`src/rtl/csw_cfg.svh`:
```
// offsets, fields, reset values and timing counts of the cyclic sense/wake timer
// assumes a 20 MHz clock; included by the timer module and its bench
//
// Summary of operation
// - cyclic sensing pulses the high-side output each period for the set on-time
// - level change at on-time wakes: interrupt in normal/stop, supply back on from sleep
// - writing a valid on-time starts the timer in any mode except restart
// - on-time longer than period sets the command error flag
// - start with pin in cyclic high-side mode begins a learning cycle
// - first sample is only the reference; later differing samples cause a wake
// - 16 us filter after each on-time; level must differ and stay stable
// - every cyclic sense wake sets the wake input event flag
// - in normal/stop with cyclic sensing, level status takes only sampled levels
// - in stop, flag and level update only with the shortest on-time code
// - wake events repeat even when the event flag is already set
// - fail-safe turns the high-side output off and returns to static sensing
// - in normal, stop or sleep, overcurrent or second thermal shutdown turns the high-side output off
// - timer survives output faults; cleared in restart mode or by a timer register write
// - sleep command with uncleared wake flags wakes at once and asserts reset
// - overcurrent in sleep with cyclic sensing as only source leaves sleep
// - cyclic wake interrupts in normal/stop, wakes through restart from sleep
// - cyclic wake interrupt at each on-time start except the first
// - sixteen periods 10 ms to 1000 s, five on-times, or off high/low
// - static sensing watches the wake input continuously when enabled
`ifndef CSW_CFG_SVH
`define CSW_CFG_SVH

`define CSW_ADDR_TIMER 4'h0
`define CSW_ADDR_WKSRC 4'h1
`define CSW_ADDR_GPCFG 4'h2
`define CSW_ADDR_STAT1 4'h3
`define CSW_ADDR_STAT2 4'h4
`define CSW_ADDR_LEVEL 4'h5
`define CSW_ADDR_ERROR 4'h6

`define CSW_PER_F 3:0
`define CSW_ON_F 6:4
`define CSW_GP_HS_CS 3'h3
`define CSW_ON_OFF_LO 3'h0
`define CSW_ON_MIN 3'h1
`define CSW_ON_OFF_HI 3'h6
`define CSW_ON_OFF_LO2 3'h7
`define CSW_RST_PER 4'h0
`define CSW_RST_ON 3'h0
`define CSW_RST_GP 3'h0

`define CSW_CLK_NS 50
`define CSW_TICK_NS 100000
`define CSW_TICK_CYC (`CSW_TICK_NS / `CSW_CLK_NS)
`define CSW_FILT_NS 16000
`define CSW_FILT_CYC ((`CSW_FILT_NS + `CSW_CLK_NS - 1) / `CSW_CLK_NS)
`define CSW_INT_NS 5000
`define CSW_INT_CYC ((`CSW_INT_NS + `CSW_CLK_NS - 1) / `CSW_CLK_NS)
`define CSW_TICK_US 100
`define CSW_ON1_US 100
`define CSW_ON2_US 300
`define CSW_ON3_US 1000
`define CSW_ON4_US 10000
`define CSW_ON5_US 20000
`define CSW_TICKS_PER_MS 10

`endif

```
`src/rtl/csw_pkg.sv`:
```
// types of the cyclic sense/wake timer
// assumes the device mode comes from the surrounding mode controller
package csw_pkg;
    typedef enum logic [2:0] {CSW_NORMAL, CSW_STOP, CSW_SLEEP, CSW_RESTART, CSW_FAILSAFE} csw_mode_t;
    typedef enum logic {CSW_IDLE, CSW_RUN} csw_state_t;
endpackage : csw_pkg

```
`src/rtl/csw_timer.sv`:
```
// cyclic sense and cyclic wake timer with its register port
// assumes synchronous inputs and a mode controller that acts on wake_req
`timescale 1ns/1ns
`include "csw_cfg.svh"
`default_nettype none
module csw_timer #(
    parameter int unsigned TICK_CYC = `CSW_TICK_CYC // 0.1 ms time base
) (
    input wire logic clk, // 20 MHz
    input wire logic srst, // sync reset
    input wire logic ce, // clock enable
    input wire logic [3:0] addr, // register address
    input wire logic [7:0] wdata, // write data
    input wire logic wr, // write strobe
    input wire logic rd, // read strobe
    output logic [7:0] rdata, // read data, cycle after rd
    input wire csw_pkg::csw_mode_t mode, // device mode
    input wire logic sleep_cmd, // sleep commanded
    input wire logic wake_sense_input, // wake pin level
    input wire logic hs_overcurrent, // output overcurrent
    input wire logic thermal_shutdown_second, // second thermal level
    output logic high_side_switch, // high-side drive
    output logic interrupt_out_n, // interrupt, low active
    output logic reset_out_n, // reset, low active
    output logic main_supply_rail_en, // main supply enable
    output logic wake_req // pulse: go restart/normal
);
    import csw_pkg::*;

    // ----------------------------------------
    // registers and state
    // ----------------------------------------
    logic [3:0] period_r;
    logic [2:0] ontime_r;
    logic [2:0] gp_cfg_r;
    logic wk_in_en_r, tmr_wk_en_r;
    logic wk_flag_r, tmr_flag_r, oc_flag_r, tsd_flag_r;
    logic lvl_r, cmd_err_r, hs_fault_r, woke_r;
    csw_state_t state_r;
    logic [15:0] tick_r;
    logic [23:0] per_cnt_r;
    logic learn_r, ref_r, samp_r, stable_r, filt_on_r, in_d_r;
    logic [8:0] filt_r;
    logic [7:0] int_cnt_r;

    // ----------------------------------------
    // timing tables
    // ----------------------------------------
    function automatic logic [23:0] per_ticks(input logic [3:0] c);
        logic [23:0] ms;
        ms = 24'h0;
        case (c)
            4'h0: ms = 24'd10;
            4'h1: ms = 24'd20;
            4'h2: ms = 24'd50;
            4'h3: ms = 24'd100;
            4'h4: ms = 24'd200;
            4'h5: ms = 24'd500;
            4'h6: ms = 24'd1000;
            4'h7: ms = 24'd2000;
            4'h8: ms = 24'd5000;
            4'h9: ms = 24'd10000;
            4'hA: ms = 24'd20000;
            4'hB: ms = 24'd50000;
            4'hC: ms = 24'd100000;
            4'hD: ms = 24'd200000;
            4'hE: ms = 24'd500000;
            default: ms = 24'd1000000;
        endcase
        return 24'(ms * `CSW_TICKS_PER_MS);
    endfunction : per_ticks

    function automatic logic [23:0] on_ticks(input logic [2:0] c);
        int unsigned us;
        us = 0;
        case (c)
            3'h1: us = `CSW_ON1_US;
            3'h2: us = `CSW_ON2_US;
            3'h3: us = `CSW_ON3_US;
            3'h4: us = `CSW_ON4_US;
            3'h5: us = `CSW_ON5_US;
            default: us = 0;
        endcase
        return 24'(us / `CSW_TICK_US);
    endfunction : on_ticks

    // ----------------------------------------
    // decode and events
    // ----------------------------------------
    logic tmr_wr, on_valid, run, tick, on_begin, on_end, in_on, cs_mode, cs_run;
    logic filt_done, sample_ok, upd_ok, cs_evt, st_evt, tmr_evt, wk_evt;
    logic fault, low_pwr_ok, imm_wake, oc_sleep, wake_nxt, irq_load;
    logic [23:0] per_max, on_max;

    assign tmr_wr = wr && addr == `CSW_ADDR_TIMER;
    assign on_valid = wdata[`CSW_ON_F] != `CSW_ON_OFF_LO && wdata[`CSW_ON_F] != `CSW_ON_OFF_HI
        && wdata[`CSW_ON_F] != `CSW_ON_OFF_LO2;
    assign per_max = per_ticks(period_r);
    assign on_max = on_ticks(ontime_r);
    assign run = state_r == CSW_RUN;
    assign tick = run && tick_r == 16'(TICK_CYC - 1);
    assign on_begin = tick && per_cnt_r == per_max - 24'h1;
    assign on_end = tick && per_cnt_r == on_max - 24'h1;
    assign in_on = run && per_cnt_r < on_max;
    // fail-safe falls back to static sensing
    assign cs_mode = gp_cfg_r == `CSW_GP_HS_CS && mode != CSW_FAILSAFE;
    assign cs_run = cs_mode && run;
    assign filt_done = filt_on_r && filt_r == 9'h0;
    assign sample_ok = filt_done && stable_r && wake_sense_input == samp_r;
    assign upd_ok = mode != CSW_STOP || ontime_r == `CSW_ON_MIN;
    // no flag gating: a set flag does not suppress a new event
    assign cs_evt = sample_ok && wk_in_en_r && !learn_r && samp_r != ref_r && upd_ok;
    assign st_evt = wk_in_en_r && !cs_run && mode != CSW_RESTART
        && in_d_r != wake_sense_input;
    // timer start writes per_cnt to zero, so the first on-time raises nothing
    assign tmr_evt = on_begin && tmr_wk_en_r;
    assign wk_evt = cs_evt || st_evt || tmr_evt;
    assign low_pwr_ok = mode == CSW_NORMAL || mode == CSW_STOP || mode == CSW_SLEEP;
    assign fault = low_pwr_ok && (hs_overcurrent || thermal_shutdown_second);
    assign imm_wake = sleep_cmd && (wk_flag_r || tmr_flag_r || oc_flag_r || tsd_flag_r);
    assign oc_sleep = mode == CSW_SLEEP && hs_overcurrent && cs_mode && wk_in_en_r
        && !tmr_wk_en_r && !hs_fault_r;
    assign wake_nxt = (mode == CSW_SLEEP && wk_evt) || imm_wake || oc_sleep;
    assign irq_load = (mode == CSW_NORMAL || mode == CSW_STOP) && wk_evt;

    // ----------------------------------------
    // configuration registers
    // ----------------------------------------
    always_ff @(posedge clk)
    begin
        if (srst)
        begin
            period_r <= `CSW_RST_PER;
            ontime_r <= `CSW_RST_ON;
            gp_cfg_r <= `CSW_RST_GP;
            wk_in_en_r <= 1'b0;
            tmr_wk_en_r <= 1'b0;
        end
        else if (ce && wr)
        begin
            if (addr == `CSW_ADDR_TIMER)
            begin
                period_r <= wdata[`CSW_PER_F];
                ontime_r <= wdata[`CSW_ON_F];
            end
            if (addr == `CSW_ADDR_WKSRC)
            begin
                wk_in_en_r <= wdata[0];
                tmr_wk_en_r <= wdata[1];
            end
            if (addr == `CSW_ADDR_GPCFG)
                gp_cfg_r <= wdata[2:0];
        end
    end

    // ----------------------------------------
    // timer
    // ----------------------------------------
    always_ff @(posedge clk)
    begin
        if (srst)
        begin
            state_r <= CSW_IDLE;
            tick_r <= 16'h0;
            per_cnt_r <= 24'h0;
        end
        else if (ce)
        begin
            if (mode == CSW_RESTART)
            begin
                state_r <= CSW_IDLE;
                tick_r <= 16'h0;
                per_cnt_r <= 24'h0;
            end
            else if (tmr_wr)
            begin
                state_r <= on_valid ? CSW_RUN : CSW_IDLE;
                tick_r <= 16'h0;
                per_cnt_r <= 24'h0;
            end
            else
            begin
                case (state_r)
                    CSW_RUN:
                    begin
                        tick_r <= tick ? 16'h0 : tick_r + 16'h1;
                        if (tick)
                            per_cnt_r <= on_begin ? 24'h0 : per_cnt_r + 24'h1;
                    end
                    default:
                    begin
                        tick_r <= 16'h0;
                        per_cnt_r <= 24'h0;
                    end
                endcase
            end
        end
    end

    // ----------------------------------------
    // high-side drive and faults
    // ----------------------------------------
    // the fault latch does not touch the timer; a pin rewrite re-arms
    always_ff @(posedge clk)
    begin
        if (srst)
            hs_fault_r <= 1'b0;
        else if (ce)
        begin
            if (fault)
                hs_fault_r <= 1'b1;
            else if (wr && addr == `CSW_ADDR_GPCFG)
                hs_fault_r <= 1'b0;
        end
    end

    always_ff @(posedge clk)
    begin
        if (srst)
            high_side_switch <= 1'b0;
        else if (ce)
            high_side_switch <= cs_mode && !hs_fault_r && !fault
                && (in_on || ontime_r == `CSW_ON_OFF_HI);
    end

    // ----------------------------------------
    // sampling and filter
    // ----------------------------------------
    always_ff @(posedge clk)
    begin
        if (srst)
        begin
            filt_on_r <= 1'b0;
            filt_r <= 9'h0;
            samp_r <= 1'b0;
            stable_r <= 1'b0;
        end
        else if (ce)
        begin
            if (mode == CSW_RESTART || !cs_run)
                filt_on_r <= 1'b0;
            else if (on_end)
            begin
                filt_on_r <= 1'b1;
                filt_r <= 9'(`CSW_FILT_CYC - 1);
                samp_r <= wake_sense_input;
                stable_r <= 1'b1;
            end
            else if (filt_on_r)
            begin
                if (wake_sense_input != samp_r)
                    stable_r <= 1'b0;
                if (filt_done)
                    filt_on_r <= 1'b0;
                else
                    filt_r <= filt_r - 9'h1;
            end
        end
    end

    // reference only moves on a clean sample
    always_ff @(posedge clk)
    begin
        if (srst)
        begin
            learn_r <= 1'b0;
            ref_r <= 1'b0;
        end
        else if (ce)
        begin
            if (tmr_wr && on_valid)
                learn_r <= gp_cfg_r == `CSW_GP_HS_CS;
            else if (sample_ok)
            begin
                learn_r <= 1'b0;
                ref_r <= samp_r;
            end
        end
    end

    always_ff @(posedge clk)
    begin
        if (srst)
        begin
            in_d_r <= wake_sense_input; // no false edge after reset
            lvl_r <= 1'b0;
        end
        else if (ce)
        begin
            in_d_r <= wake_sense_input;
            if (cs_run && (mode == CSW_NORMAL || mode == CSW_STOP))
            begin
                if (sample_ok && upd_ok)
                    lvl_r <= samp_r;
            end
            else
                lvl_r <= wake_sense_input;
        end
    end

    // ----------------------------------------
    // status flags, set wins over clear
    // ----------------------------------------
    always_ff @(posedge clk)
    begin
        if (srst)
        begin
            wk_flag_r <= 1'b0;
            tmr_flag_r <= 1'b0;
            oc_flag_r <= 1'b0;
            tsd_flag_r <= 1'b0;
            cmd_err_r <= 1'b0;
        end
        else if (ce)
        begin
            if (cs_evt || st_evt)
                wk_flag_r <= 1'b1;
            else if (wr && addr == `CSW_ADDR_STAT1 && wdata[0])
                wk_flag_r <= 1'b0;
            if (tmr_evt)
                tmr_flag_r <= 1'b1;
            else if (wr && addr == `CSW_ADDR_STAT1 && wdata[1])
                tmr_flag_r <= 1'b0;
            if (fault && hs_overcurrent)
                oc_flag_r <= 1'b1;
            else if (wr && addr == `CSW_ADDR_STAT2 && wdata[0])
                oc_flag_r <= 1'b0;
            if (fault && thermal_shutdown_second)
                tsd_flag_r <= 1'b1;
            else if (wr && addr == `CSW_ADDR_STAT2 && wdata[1])
                tsd_flag_r <= 1'b0;
            if (tmr_wr && on_valid && on_ticks(wdata[`CSW_ON_F]) > per_ticks(wdata[`CSW_PER_F]))
                cmd_err_r <= 1'b1;
            else if (wr && addr == `CSW_ADDR_ERROR && wdata[0])
                cmd_err_r <= 1'b0;
        end
    end

    // ----------------------------------------
    // wake, interrupt and reset outputs
    // ----------------------------------------
    always_ff @(posedge clk)
    begin
        if (srst)
        begin
            int_cnt_r <= 8'h0;
            interrupt_out_n <= 1'b1;
        end
        else if (ce)
        begin
            if (irq_load)
            begin
                int_cnt_r <= 8'(`CSW_INT_CYC - 1);
                interrupt_out_n <= 1'b0;
            end
            else if (int_cnt_r != 8'h0)
                int_cnt_r <= int_cnt_r - 8'h1;
            else
                interrupt_out_n <= 1'b1;
        end
    end

    always_ff @(posedge clk)
    begin
        if (srst)
        begin
            wake_req <= 1'b0;
            reset_out_n <= 1'b0;
            main_supply_rail_en <= 1'b1;
            woke_r <= 1'b0;
        end
        else if (ce)
        begin
            wake_req <= wake_nxt;
            reset_out_n <= !(mode == CSW_RESTART || imm_wake);
            // supply stays on after a sleep wake until the mode controller leaves sleep
            woke_r <= wake_nxt || (woke_r && mode == CSW_SLEEP);
            if (wake_nxt)
                main_supply_rail_en <= 1'b1;
            else if (mode == CSW_FAILSAFE || (mode == CSW_SLEEP && !woke_r))
                main_supply_rail_en <= 1'b0;
        end
    end

    // ----------------------------------------
    // register read port
    // ----------------------------------------
    always_ff @(posedge clk)
    begin
        if (srst)
            rdata <= 8'h00;
        else if (ce)
        begin
            rdata <= 8'h00;
            if (rd)
            begin
                case (addr)
                    `CSW_ADDR_TIMER: rdata <= {1'b0, ontime_r, period_r};
                    `CSW_ADDR_WKSRC: rdata <= {6'h00, tmr_wk_en_r, wk_in_en_r};
                    `CSW_ADDR_GPCFG: rdata <= {4'h0, hs_fault_r, gp_cfg_r};
                    `CSW_ADDR_STAT1: rdata <= {6'h00, tmr_flag_r, wk_flag_r};
                    `CSW_ADDR_STAT2: rdata <= {6'h00, tsd_flag_r, oc_flag_r};
                    `CSW_ADDR_LEVEL: rdata <= {6'h00, run, lvl_r};
                    `CSW_ADDR_ERROR: rdata <= {7'h00, cmd_err_r};
                    default: rdata <= 8'h00;
                endcase
            end
        end
    end
endmodule : csw_timer
`default_nettype wire

```
`config.mk`:
```
export PLATFORM = sky130hd
export DESIGN_NAME = csw_timer
export DESIGN_NICKNAME = d
export VERILOG_FILES = /design/src/rtl/csw_pkg.sv /design/src/rtl/csw_timer.sv
export VERILOG_INCLUDE_DIRS = /design/src /design/src/rtl
export SDC_FILE = /design/constraint.sdc
export NUM_CORES = 1
export LEC_CHECK = 0
export BUFFER_PORTS_ARGS = -buffer_cell sky130_fd_sc_hd__buf_4
export CORE_ASPECT_RATIO = 0.9
export CORE_UTILIZATION = 45
export CTS_BUF_LIST = sky130_fd_sc_hd__clkbuf_16
export CTS_CLUSTER_DIAMETER = 80
export DETAILED_ROUTE_END_ITERATION = 12
export SETUP_SLACK_MARGIN = 0.4
export SLEW_MARGIN = 20
export SYNTH_ARGS = -nofsm -noshare
export SYNTH_HDL_FRONTEND = slang
export SYNTH_SLANG_ARGS = --single-unit
export TNS_END_PERCENT = 10
```
`constraint.sdc`:
```
create_clock -name clk -period 8.7 [get_ports clk]
set_clock_uncertainty 0.15 [all_clocks]
set_input_delay 0.435 -clock clk [delete_from_list [all_inputs] [get_ports clk]]
set_output_delay 0.435 -clock clk [all_outputs]
set_load 0.02 [all_outputs]
```
== After elaboration in Yosys (flattened, before gate mapping) ==
Memories as Yosys holds them, arrays and structs flattened. A register that Yosys moved wholly into a read port is not among the register bits.
Index checks and enable logic that the tools add are counted.

* Memories: 2
* Output and inout bits: 13
* Bits of input ports: 24
* Word-level logic and storage cells: 251
* Flip-flop bits (word level): 97
* ROM bits: 608

* Order comparisons: 2
* Bitwise operators: 2
* Multiplexer cells: 56
* Equal/unequal tests: 38
* Reduce and logical (&&, ||, !) cells: 111
* Add/subtract/negate cells: 6
* $mul: 2
* Divide/modulo/power cells: 2

{| class="wikitable"
|+ Memory list
! memory !! depth !! width !! rd ports !! clocked after Yosys merged registers in !! write ports !! RTL line !! source
|-
| (no name shown) || 16 || 19 || 1 || 0 || 0 || csw_timer.sv:52 || <nowiki>case (c)</nowiki>
|-
| (no name shown) || 16 || 19 || 1 || 1 || 0 || csw_timer.sv:52 ||
|}

{| class="wikitable"
|+ Operator list
! operator !! count
|-
| two-way mux 24 bit || 7
|-
| one-hot mux 15 bit (5 select lines) || 2
|-
| divider 32 x 7 -> 32 bit (second input constant) || 2
|-
| two-way mux 16 bit || 4
|-
| two-way mux 32 bit || 2
|-
| logical AND 1 bit || 50
|-
| one-hot mux 7 bit (7 select lines) || 1
|-
| equality test 24 bit || 2
|-
| multiplier 24 x 3 -> 23 bit (second input constant) || 2
|-
| subtractor 24 x 1 -> 24 bit (second input constant) || 2
|-
| two-way mux 1 bit || 32
|-
| AND reduction 2 bit || 16
|-
| two-way mux 9 bit || 3
|-
| nonzero test 2 bit || 13
|-
| adder 24 x 1 -> 24 bit (second input constant) || 1
|-
| > comparator 24 bit || 1
|-
| < comparator 24 bit || 1
|-
| equality test 3 x 2 -> 1 bit (second input constant) || 7
|-
| equality test 3 bit (second input constant) || 6
|-
| adder 16 x 1 -> 16 bit (second input constant) || 1
|-
| equality test 16 x 11 -> 1 bit (second input constant) || 1
|-
| logical OR 1 bit || 16
|-
| two-way mux 8 bit || 2
|-
| equality test 4 x 3 -> 1 bit (second input constant) || 3
|-
| other kinds (24) || 42
|}

== Depth between registers and ports, before layout ==
Gate-level depths: netlist of the first run.

* Depth after elaboration: 15
* Gate-level depth with buffers: 40
* Mapped depth without buffers: 35

== Worst setup path before layout of the first run ==
Ideal clock, no wire load.

* Path kind: register to register
* Start: register ontime_r[0]
* End: register filt_r[6]
* Library setup time: 0.116 ns
* Arrival: 7.975 ns
* Path slack: 0.460 ns
* Path buffers: 4
* Cell stages (with the launch flop): 39
* Required time: 8.434 ns
* Period minus slack after synthesis: 8.240 ns
* Cells stage by stage: dfxtp_1 > buf_1 > nor2b_1 > nand2_1 > inv_1 > ha_1 > clkbuf_1 > nor2b_1 > a21oi_1 > xor2_2 > nand2_1 > ha_1 > clkbuf_1 > and4_1 > a221o_1 > o21ai_1 > nand3_1 > a2111oi_2 > [3 not listed] > o31ai_4 > o21ai_0 > or2_2 > nor2_1 > a21oi_1 > nor3_1 > ha_1 > nand3_1 > o21ai_0 > ha_1 > xnor2_1 > nor4_1 > nand4_1 > nor4b_1 > nand4_1 > or3_4 > buf_6 > and3b_1

* Word-level cells in the longest chain between the ends: 8
* Elaborated cells on any way between the ends: 14
* Those cells by class: 1 x add/sub; 1 x div; 7 x eq/ne; 2 x mux; 3 x reduce/logical

{| class="wikitable"
|+ Ends and longest elaborated chain
! element !! RTL line !! source
|-
| start: declaration || csw_timer.sv:34 || <nowiki>logic [2:0] ontime_r;</nowiki>
|-
| start signal: assignment || csw_timer.sv:134 || <nowiki>ontime_r <= `CSW_RST_ON;</nowiki>
|-
| start signal: assignment || csw_timer.sv:144 || <nowiki>ontime_r <= wdata[`CSW_ON_F];</nowiki>
|-
| equality test 3 bit, or another cell as far along || csw_timer.sv:76 || <nowiki>case (c)</nowiki>
|-
| one-hot mux 15 bit (5 select lines) (*) || csw_timer.sv:76 ||
|-
| divider 32 x 7 -> 32 bit (no line) (*) || n/a ||
|-
| subtractor 24 x 1 -> 24 bit (*) || csw_timer.sv:103 || <nowiki>assign on_end = tick && per_cnt_r == on_max - 24'h1;</nowiki>
|-
| equality test 24 bit (*) || csw_timer.sv:103 ||
|-
| logical AND 1 bit (*) || csw_timer.sv:103 ||
|-
| inequality test 2 bit (no line) or nonzero test 2 bit (tied branches) || n/a ||
|-
| AND reduction 4 bit (no line) || n/a ||
|-
| end signal: assignment || csw_timer.sv:245 || <nowiki>filt_r <= 9'(`CSW_FILT_CYC - 1);</nowiki>
|-
| end signal: assignment || csw_timer.sv:256 || <nowiki>filt_r <= filt_r - 9'h1;</nowiki>
|-
| end: declaration || csw_timer.sv:43 || <nowiki>logic [8:0] filt_r;</nowiki>
|}

Mark *: on every way between the ends. The rest lies on a longest branch, timed or not.
A chain may end at the register's enable or synchronous reset.

== Worst setup path after layout of the first run ==
* Start: register ontime_r[0]
* End: register filt_r[1]

The elaborated chain is that of the path after synthesis.

==> metrics.md, run 1 <==
| Metric | Value |
|---|---|
| ANT nets after route | `0` |
| Drt wl/cell | `around 16 um` |
| Htree depth | `4` |
| DIE HEIGHT | `approximately 150 um` |
| Relative slew margins | `0.324` |
| Reg2Reg Depth | `35` |
| Largest net degree at the start of global routing | `64` |
| Startpoint of the lowest-slack hold path | `wake_sense_input` |
| FF-to-FF Start | `ontime_r[0]` |
| Hold/Removal Path Class | `input pin to register` |
| Routability congestion estimate | `about 0.91` |
| Synth warn | `0` |
| Ys flop type | `dfxtp_1` |
| Antenna violations before repair | `0` |
| Initial DRC count | `between 700 and 800` |
| Critical Path AT | `between 7 and 8 ns` |
| Max Cap Viol | `0` |
| Cell area after synthesis | `approximately 0.011 mm^2` |
| Clk sinks | `between 100 and 150` |
| Simple-gate area share of the yosys netlist | `0.256` |
| Clock transition at the registers of the reported paths | `about 0.060 ns` |
| Status | `finished clean` |
| Dominant cell type by area after synthesis | `dfxtp_1` |
| Layout Utilization | `0.512` |
| Hold Path Sink | `in_d_r` |
| Fin Setup TNS | `0 ns` |
| Ant diodes | `0` |
| Share of the synthesized area in the top cell type | `0.206` |
| FFs w/ async S/R, synth | `0` |
| CP required | `roughly 9 ns` |
| Worst Setup End Kind | `register` |
| Achievable Freq | `roughly 130 MHz` |
| Final worst-path cycle share | `0.890` |
| Most frequent standard cell in the layout excluding fill and tap cells | `nor2_1` |
| Worst skew pair latency | `~0.42 ns` |
| Setup CP Type | `register to register` |
| Rows | `between 50 and 60` |
| Startpoint Class | `register` |
| Max-slew violation count | `0` |
| Setup violators final | `0` |
| GRT Util Overall | `0.224` |
| Mapped Cells | `between 1000 and 1500` |
| Syn Area/Cell | `between 7 and 8 um^2` |
| Dpl cell area | `approximately 0.012 mm^2` |
| Final HPWL DP | `21.8 mm` |
| Die area | `between 0.02 and 0.03 mm^2` |
| Core area | `approximately 0.024 mm^2` |
| Vias in the first global route | `between 9000 and 10000` |
| First-pass GRT wire length | `46.4 mm` |
| Largest family of logic cells by synthesized area | `simple AND/OR/NAND/NOR gates` |
| Worst-margin pin slew | `approximately 1.0 ns` |
| # fillers | `2373` |
| Library cells used by synthesis | `between 90 and 100` |
| Crit path max fanout | `7` |
| XOR/XNOR Fraction of Synth Area | `0.0859` |
| CTS tree | `yes` |
| Largest cells by area after synthesis | `dfxtp_1 21%, ha_1 13%, o21ai_0 4.9%` |
| Ports | `37` |
| Final Critical Period | `~7.7 ns` |
| Port bufs | `34` |
| Setup slack at placement | `0.138 ns` |
| Post-Synth Adder-Cell Area | `0.138` |
| GRT Residual Overflow | `0` |
| R2R setup slack | `roughly 0.96 ns` |
| Worst path max stage delay | `~0.47 ns` |
| Layout cell share with drive strength beyond 1 | `0.101` |
| Synth Register Bits | `~120` |
| Layout area overhead | `11.9%` |
| Unrepaired setup endpoints after global routing | `false` |
| Power per cell area | `131 mW/mm^2` |
| Most frequent cells in the layout | `139 x nor2_1, 133 x nand2_1, 113 x ha_1, 113 x dfxtp_1, 107 x o21ai_0` |
| WL final | `~28 mm` |
| Vias | `about 10000` |
| Register area share after synthesis | `0.209` |
| Chip width | `around 170 um` |
| EDFF count, synth | `1` |
| Finished Cell Area | `0.0124 mm^2` |
| Worst r2r dst | `filt_r[1]` |
| Hold path cells | `1` |
| Static Leak | `approximately 5.3 nW` |
| CP max stage cell | `a2111oi_4` |
| Setup slack after layout | `between 0.9 and 1 ns` |
| Nets | `between 1500 and 2000` |
| Via/cell ratio | `approximately 5.8` |
| Max clock buf depth | `2` |
| Mux contribution to synthesized area | `0.0278` |
| Compound-Gate Fraction of Synth Area | `0.235` |
| CTS root buf | `clkbuf_16` |
| Cts bufs inserted | `17` |
| Drt drc | `0` |
| Initial core utilization | `0.458` |
| Worst vdd ir | `0.158 mV` |
| # hold bufs at CTS | `0` |
| DR pass1 iterations | `5` |
| Final Hold Viols | `0` |
| Final Power | `around 1.6 mW` |
==> worst max path at each step <==
stage / from / endpoint / slack (ns) / cells after the start
6_report: ontime_r[0] / filt_r[1] / 0.96 / 35
5_1_grt: ontime_r[0] / samp_r / 0.34 / 37
4_1_cts: ontime_r[0] / filt_r[4] / 0.42 / 34
3_5_place_dp: ontime_r[0] / filt_r[4] / 0.14 / 34
3_3_place_gp: ontime_r[0] / filt_r[4] / 0.36 / 34
2_1_floorplan: ontime_r[0] / filt_r[6] / 0.46 / 38
==> cell usage after synthesis (9+ instances only) <==
| master | instances |
|---|---|
| nor2_1 | 141 |
| nand2_1 | 134 |
| ha_1 | 117 |
| dfxtp_1 | 114 |
| o21ai_0 | 108 |
| a21oi_1 | 95 |
| inv_1 | 67 |
| xnor2_1 | 60 |
| clkbuf_1 | 55 |
| nand3_1 | 45 |
| xor2_1 | 44 |
| nor3_1 | 40 |
| a21o_1 | 32 |
| and3_1 | 25 |
| mux2i_1 | 24 |
| nand2b_1 | 24 |
| nor4_1 | 23 |
| nand4_1 | 22 |
| nor3b_1 | 22 |
| a31oi_1 | 17 |
| nor2b_1 | 16 |
| a211oi_1 | 14 |
| o21a_1 | 13 |
| or2_2 | 11 |
| or3_1 | 11 |
| or4_1 | 10 |
| o211ai_1 | 9 |
| o31ai_1 | 9 |
==> area by class of cell <==
type                       count  area [um^2]  area share
timing repair buffer          61          478      0.0386
sequential                   115         2310       0.187
inverter                      71          267      0.0215
clock buffer                  18          450      0.0363
multi-input combinational   1215         8310       0.671
tap                          308          385      0.0311
clock inverter                14          186      0.0150
==> power breakdown <==
part	internal, mW	switching, mW
logic	0.133	0.175
clock network	0.476	0.283
registers	0.545	0.0149
==> timing repair <==
action                     in CTS  in global routing
setup endpoints to repair      11                 12
pin swaps                       5                  6
gates resized for setup         5                 20
setup buffers                   5                  3
==> kinds of logic (layout without fill, tap and decap cells) <==
kind of cell | count (synthesis) | count (layout)
buffers and inverters | 137 | 164
AO/OA/AOI/OAI | 395 | 395
other | 1 | 3
multiplexers | 28 | 28
flip-flops | 115 | 115
AND/OR/NAND/NOR | 562 | 562
adder cells (fa/ha/maj) | 121 | 121
XOR/XNOR | 106 | 106
==> per-layer routing <==
| layer | share of wire | wire [um] | vias to the layer above | GRT usage |
|---|---|---|---|---|
| li1 | - | - | 5355 | - |
| met1 | 0.51 | 14400 | 4850 | 0.320 |
| met2 | 0.44 | 12400 | 212 | 0.355 |
| met3 | 0.038 | 1090 | 34 | 0.0345 |
| met4 | 0.015 | 426 | 0 | 0.0509 |
| met5 | 0 | 0 | - | 0 |
==> through the flow <==
step / std cells / hold WS (ns)
floorplan: 1467 / 0.285
global placement: 1761 / 0.296
detailed placement: 1761 / 0.300
CTS: 1798 / 0.0915
global route: 1802 / 0.0901
finish: 1802 / 0.103
==> critical path, delay by kind of cell (launching register included) <==
kind	cells	cell delay, ns
and+or+nand+nor	13	2.32
adders and majority gates	4	0.94
muxes	1	0.24
DFF	1	0.39
AOI/OAI and AO/OA	12	2.89
xor gates and xnor gates	3	0.47
buffers and inverters	2	0.26
(Power assumes the default switching activity.)
==> inputs of run 2 (changes only) <==
- clock period: 8.7 -> 9.39 ns (I/O delays scaled with it)
==> run 2 against run 1 <==
  * Final cell count fell by 0.61%
  * Maximum frequency fell by 8.4%
  * Power fell by 8.5%
  * Worst hold slack improved by 0.030 ns
  * Die area did not move
  * Combinational power fell by 9.4%
  * Critical path depth rose by 1
  * First-iteration DRC count rose by 20%
  * Clock power fell by 9.1%
  * Design area fell by 1.4%
  * Worst setup slack got worse by 0.016 ns
  * Critical path type unchanged
  * Largest cell class unchanged
==> metrics.md, run 2 (synthesis results as in run 1) <==
| Metric | Value |
|---|---|
| Setup CP Type | `register to register` |
| Worst-margin pin slew | `about 1 ns` |
| CTS tree | `yes` |
| GRT Util Overall | `0.229` |
| CTS root buf | `clkbuf_16` |
| Critical path's most frequent cell | `ha_1` |
| Max-slew violation count | `0` |
| Status | `finished clean` |
| Startpoint Class | `register` |
| Sequential share of power | `0.349` |
| Worst vdd ir | `about 0.13 mV` |
| Routed wire length on met3 | `~1.1 mm` |
| Routability congestion estimate | `approximately 0.91` |
| Layout area overhead | `10.4%` |
| Fin Setup TNS | `0 ns` |
| Drt drc | `0` |
| Clk pwr share | `0.464` |
| Final worst-path cycle share | `0.900` |
| Setup slack after layout | `around 0.94 ns` |
| Rows | `54` |
| Static Leak | `about 5.2 nW` |
| Largest net degree at the start of global routing | `between 60 and 70` |
| Layout cell share with drive strength beyond 1 | `0.0856` |
| Core area | `approximately 0.024 mm^2` |
| First-pass GRT wire length | `~47 mm` |
| Power per cell area | `between 100 and 150 mW/mm^2` |
| Die area | `roughly 0.025 mm^2` |
| Ports | `37` |
| Setup violators final | `0` |
| Worst Setup End Kind | `register` |
| Comb power frac | `0.187` |
| DIE HEIGHT | `151 um` |
| Drt wl/cell | `~16 um` |
| Psw | `approximately 0.44 mW` |
| GRT Residual Overflow | `0` |
| Max clock buf depth | `2` |
| Final Hold Viols | `0` |
| Port bufs | `34` |
| DR pass1 iterations | `5` |
| Initial DRC count | `between 800 and 900` |
| Top Metal Used | `met4` |
| Most frequent cells in the layout | `140 x nor2_1, 134 x nand2_1, 115 x ha_1` |
| Max Cap Viol | `0` |
| # hold bufs at CTS | `0` |
| Met2 wire len | `between 10 and 15 mm` |
| Setup slack at placement | `about 0.6 ns` |
| Initial core utilization | `0.458` |
| Switching Fraction | `0.295` |
| Critical Path AT | `8.62 ns` |
| CP max stage cell | `o41a_1` |
| ANT nets after route | `0` |
| Final Critical Period | `between 8 and 9 ns` |
| Clk sinks | `between 100 and 150` |
| Via/cell ratio | `just under 6` |
| Most frequent standard cell in the layout excluding fill and tap cells | `nor2_1` |
| WL met1 | `14.4 mm` |
| Final HPWL DP | `approximately 22 mm` |
| Chip width | `~170 um` |
| Worst skew pair latency | `between 0.4 and 0.5 ns` |
| Ant diodes | `0` |
| Vias | `between 10000 and 15000` |
| Worst path max stage delay | `between 0.5 and 0.6 ns` |
| Crit path max fanout | `14` |
| Unrepaired setup endpoints after global routing | `false` |
| Vias in the first global route | `9477` |
| Cts bufs inserted | `17` |
| Clock transition at the registers of the reported paths | `about 0.06 ns` |
| Hold/Removal Path Class | `input pin to register` |
| CP required | `approximately 9.6 ns` |
| Antenna violations before repair | `0` |
| Nets | `~1600` |
| Internal power | `~1.0 mW` |
| Relative slew margins | `0.322` |
| Achievable Freq | `around 120 MHz` |
| Htree depth | `4` |
| WL final | `roughly 29 mm` |
[run 2: final timing paths]
kind         slack (ns)          end              from  cells after the start
max reg2reg        0.94    filt_r[4]       ontime_r[2]                     36
max                0.94    filt_r[4]       ontime_r[2]                     36
min reg2reg        0.31  reset_out_n       reset_out_n                      2
min                0.13       in_d_r  wake_sense_input                      1
[run 2: final cells by class]
cell class                      instances  area, um^2
Clock inverter                         15         191
Fill cell                            2391       12000
Tap cell                              308         385
Multi-Input combinational cell       1215        8270
Inverter                               71         267
Timing Repair Buffer                   50         375
Sequential cell                       115        2310
Clock buffer                           17         425
[run 2: critical path: cells and delay by family, from the launching register on]
family,cells,cell delay (ns)
AOI/OAI and AO/OA,12,2.71
xor gates and xnor gates,2,0.36
adders and majority gates,4,1.13
muxes,1,0.17
and+or+nand+nor,13,2.84
DFF,1,0.33
buffers and inverters,4,0.66
[run 2: power groups by stage]
stage	Combinational [mW]	Clock (mW)	Sequential (mW)
after detailed placement	0.278	0	0.529
after global routing	0.321	0.728	0.521
final	0.279	0.690	0.519
after global placement	0.273	0	0.529
after floorplan	0.218	0	0.527
after CTS	0.279	0.705	0.519
[run 2: metal layers]
layer | GRT usage | vias to the layer above
met2 | 0.365 | 217
met1 | 0.323 | 4904
met3 | 0.0374 | 21
li1 | - | 5332
met4 | 0.0532 | 0
met5 | 0 | -
[run 2: stage by stage]
stage | utilization | area [um^2] | instances | power, mW | hold WS [ns]
floorplan | - | 11100 | 1467 | 0.744 | 0.285
global placement | 0.478 | 11600 | 1757 | 0.802 | 0.297
detailed placement | 0.478 | 11600 | 1757 | 0.807 | 0.307
CTS | 0.503 | 12200 | 1789 | 1.50 | 0.119
global route | 0.505 | 12200 | 1791 | 1.57 | 0.112
finish | 0.505 | 12200 | 1791 | 1.49 | 0.133
[run 2: what timing repair did]
item	in CTS	in global routing
resized for setup	0	11
buffers inserted	0	2
setup endpoints to repair	0	12
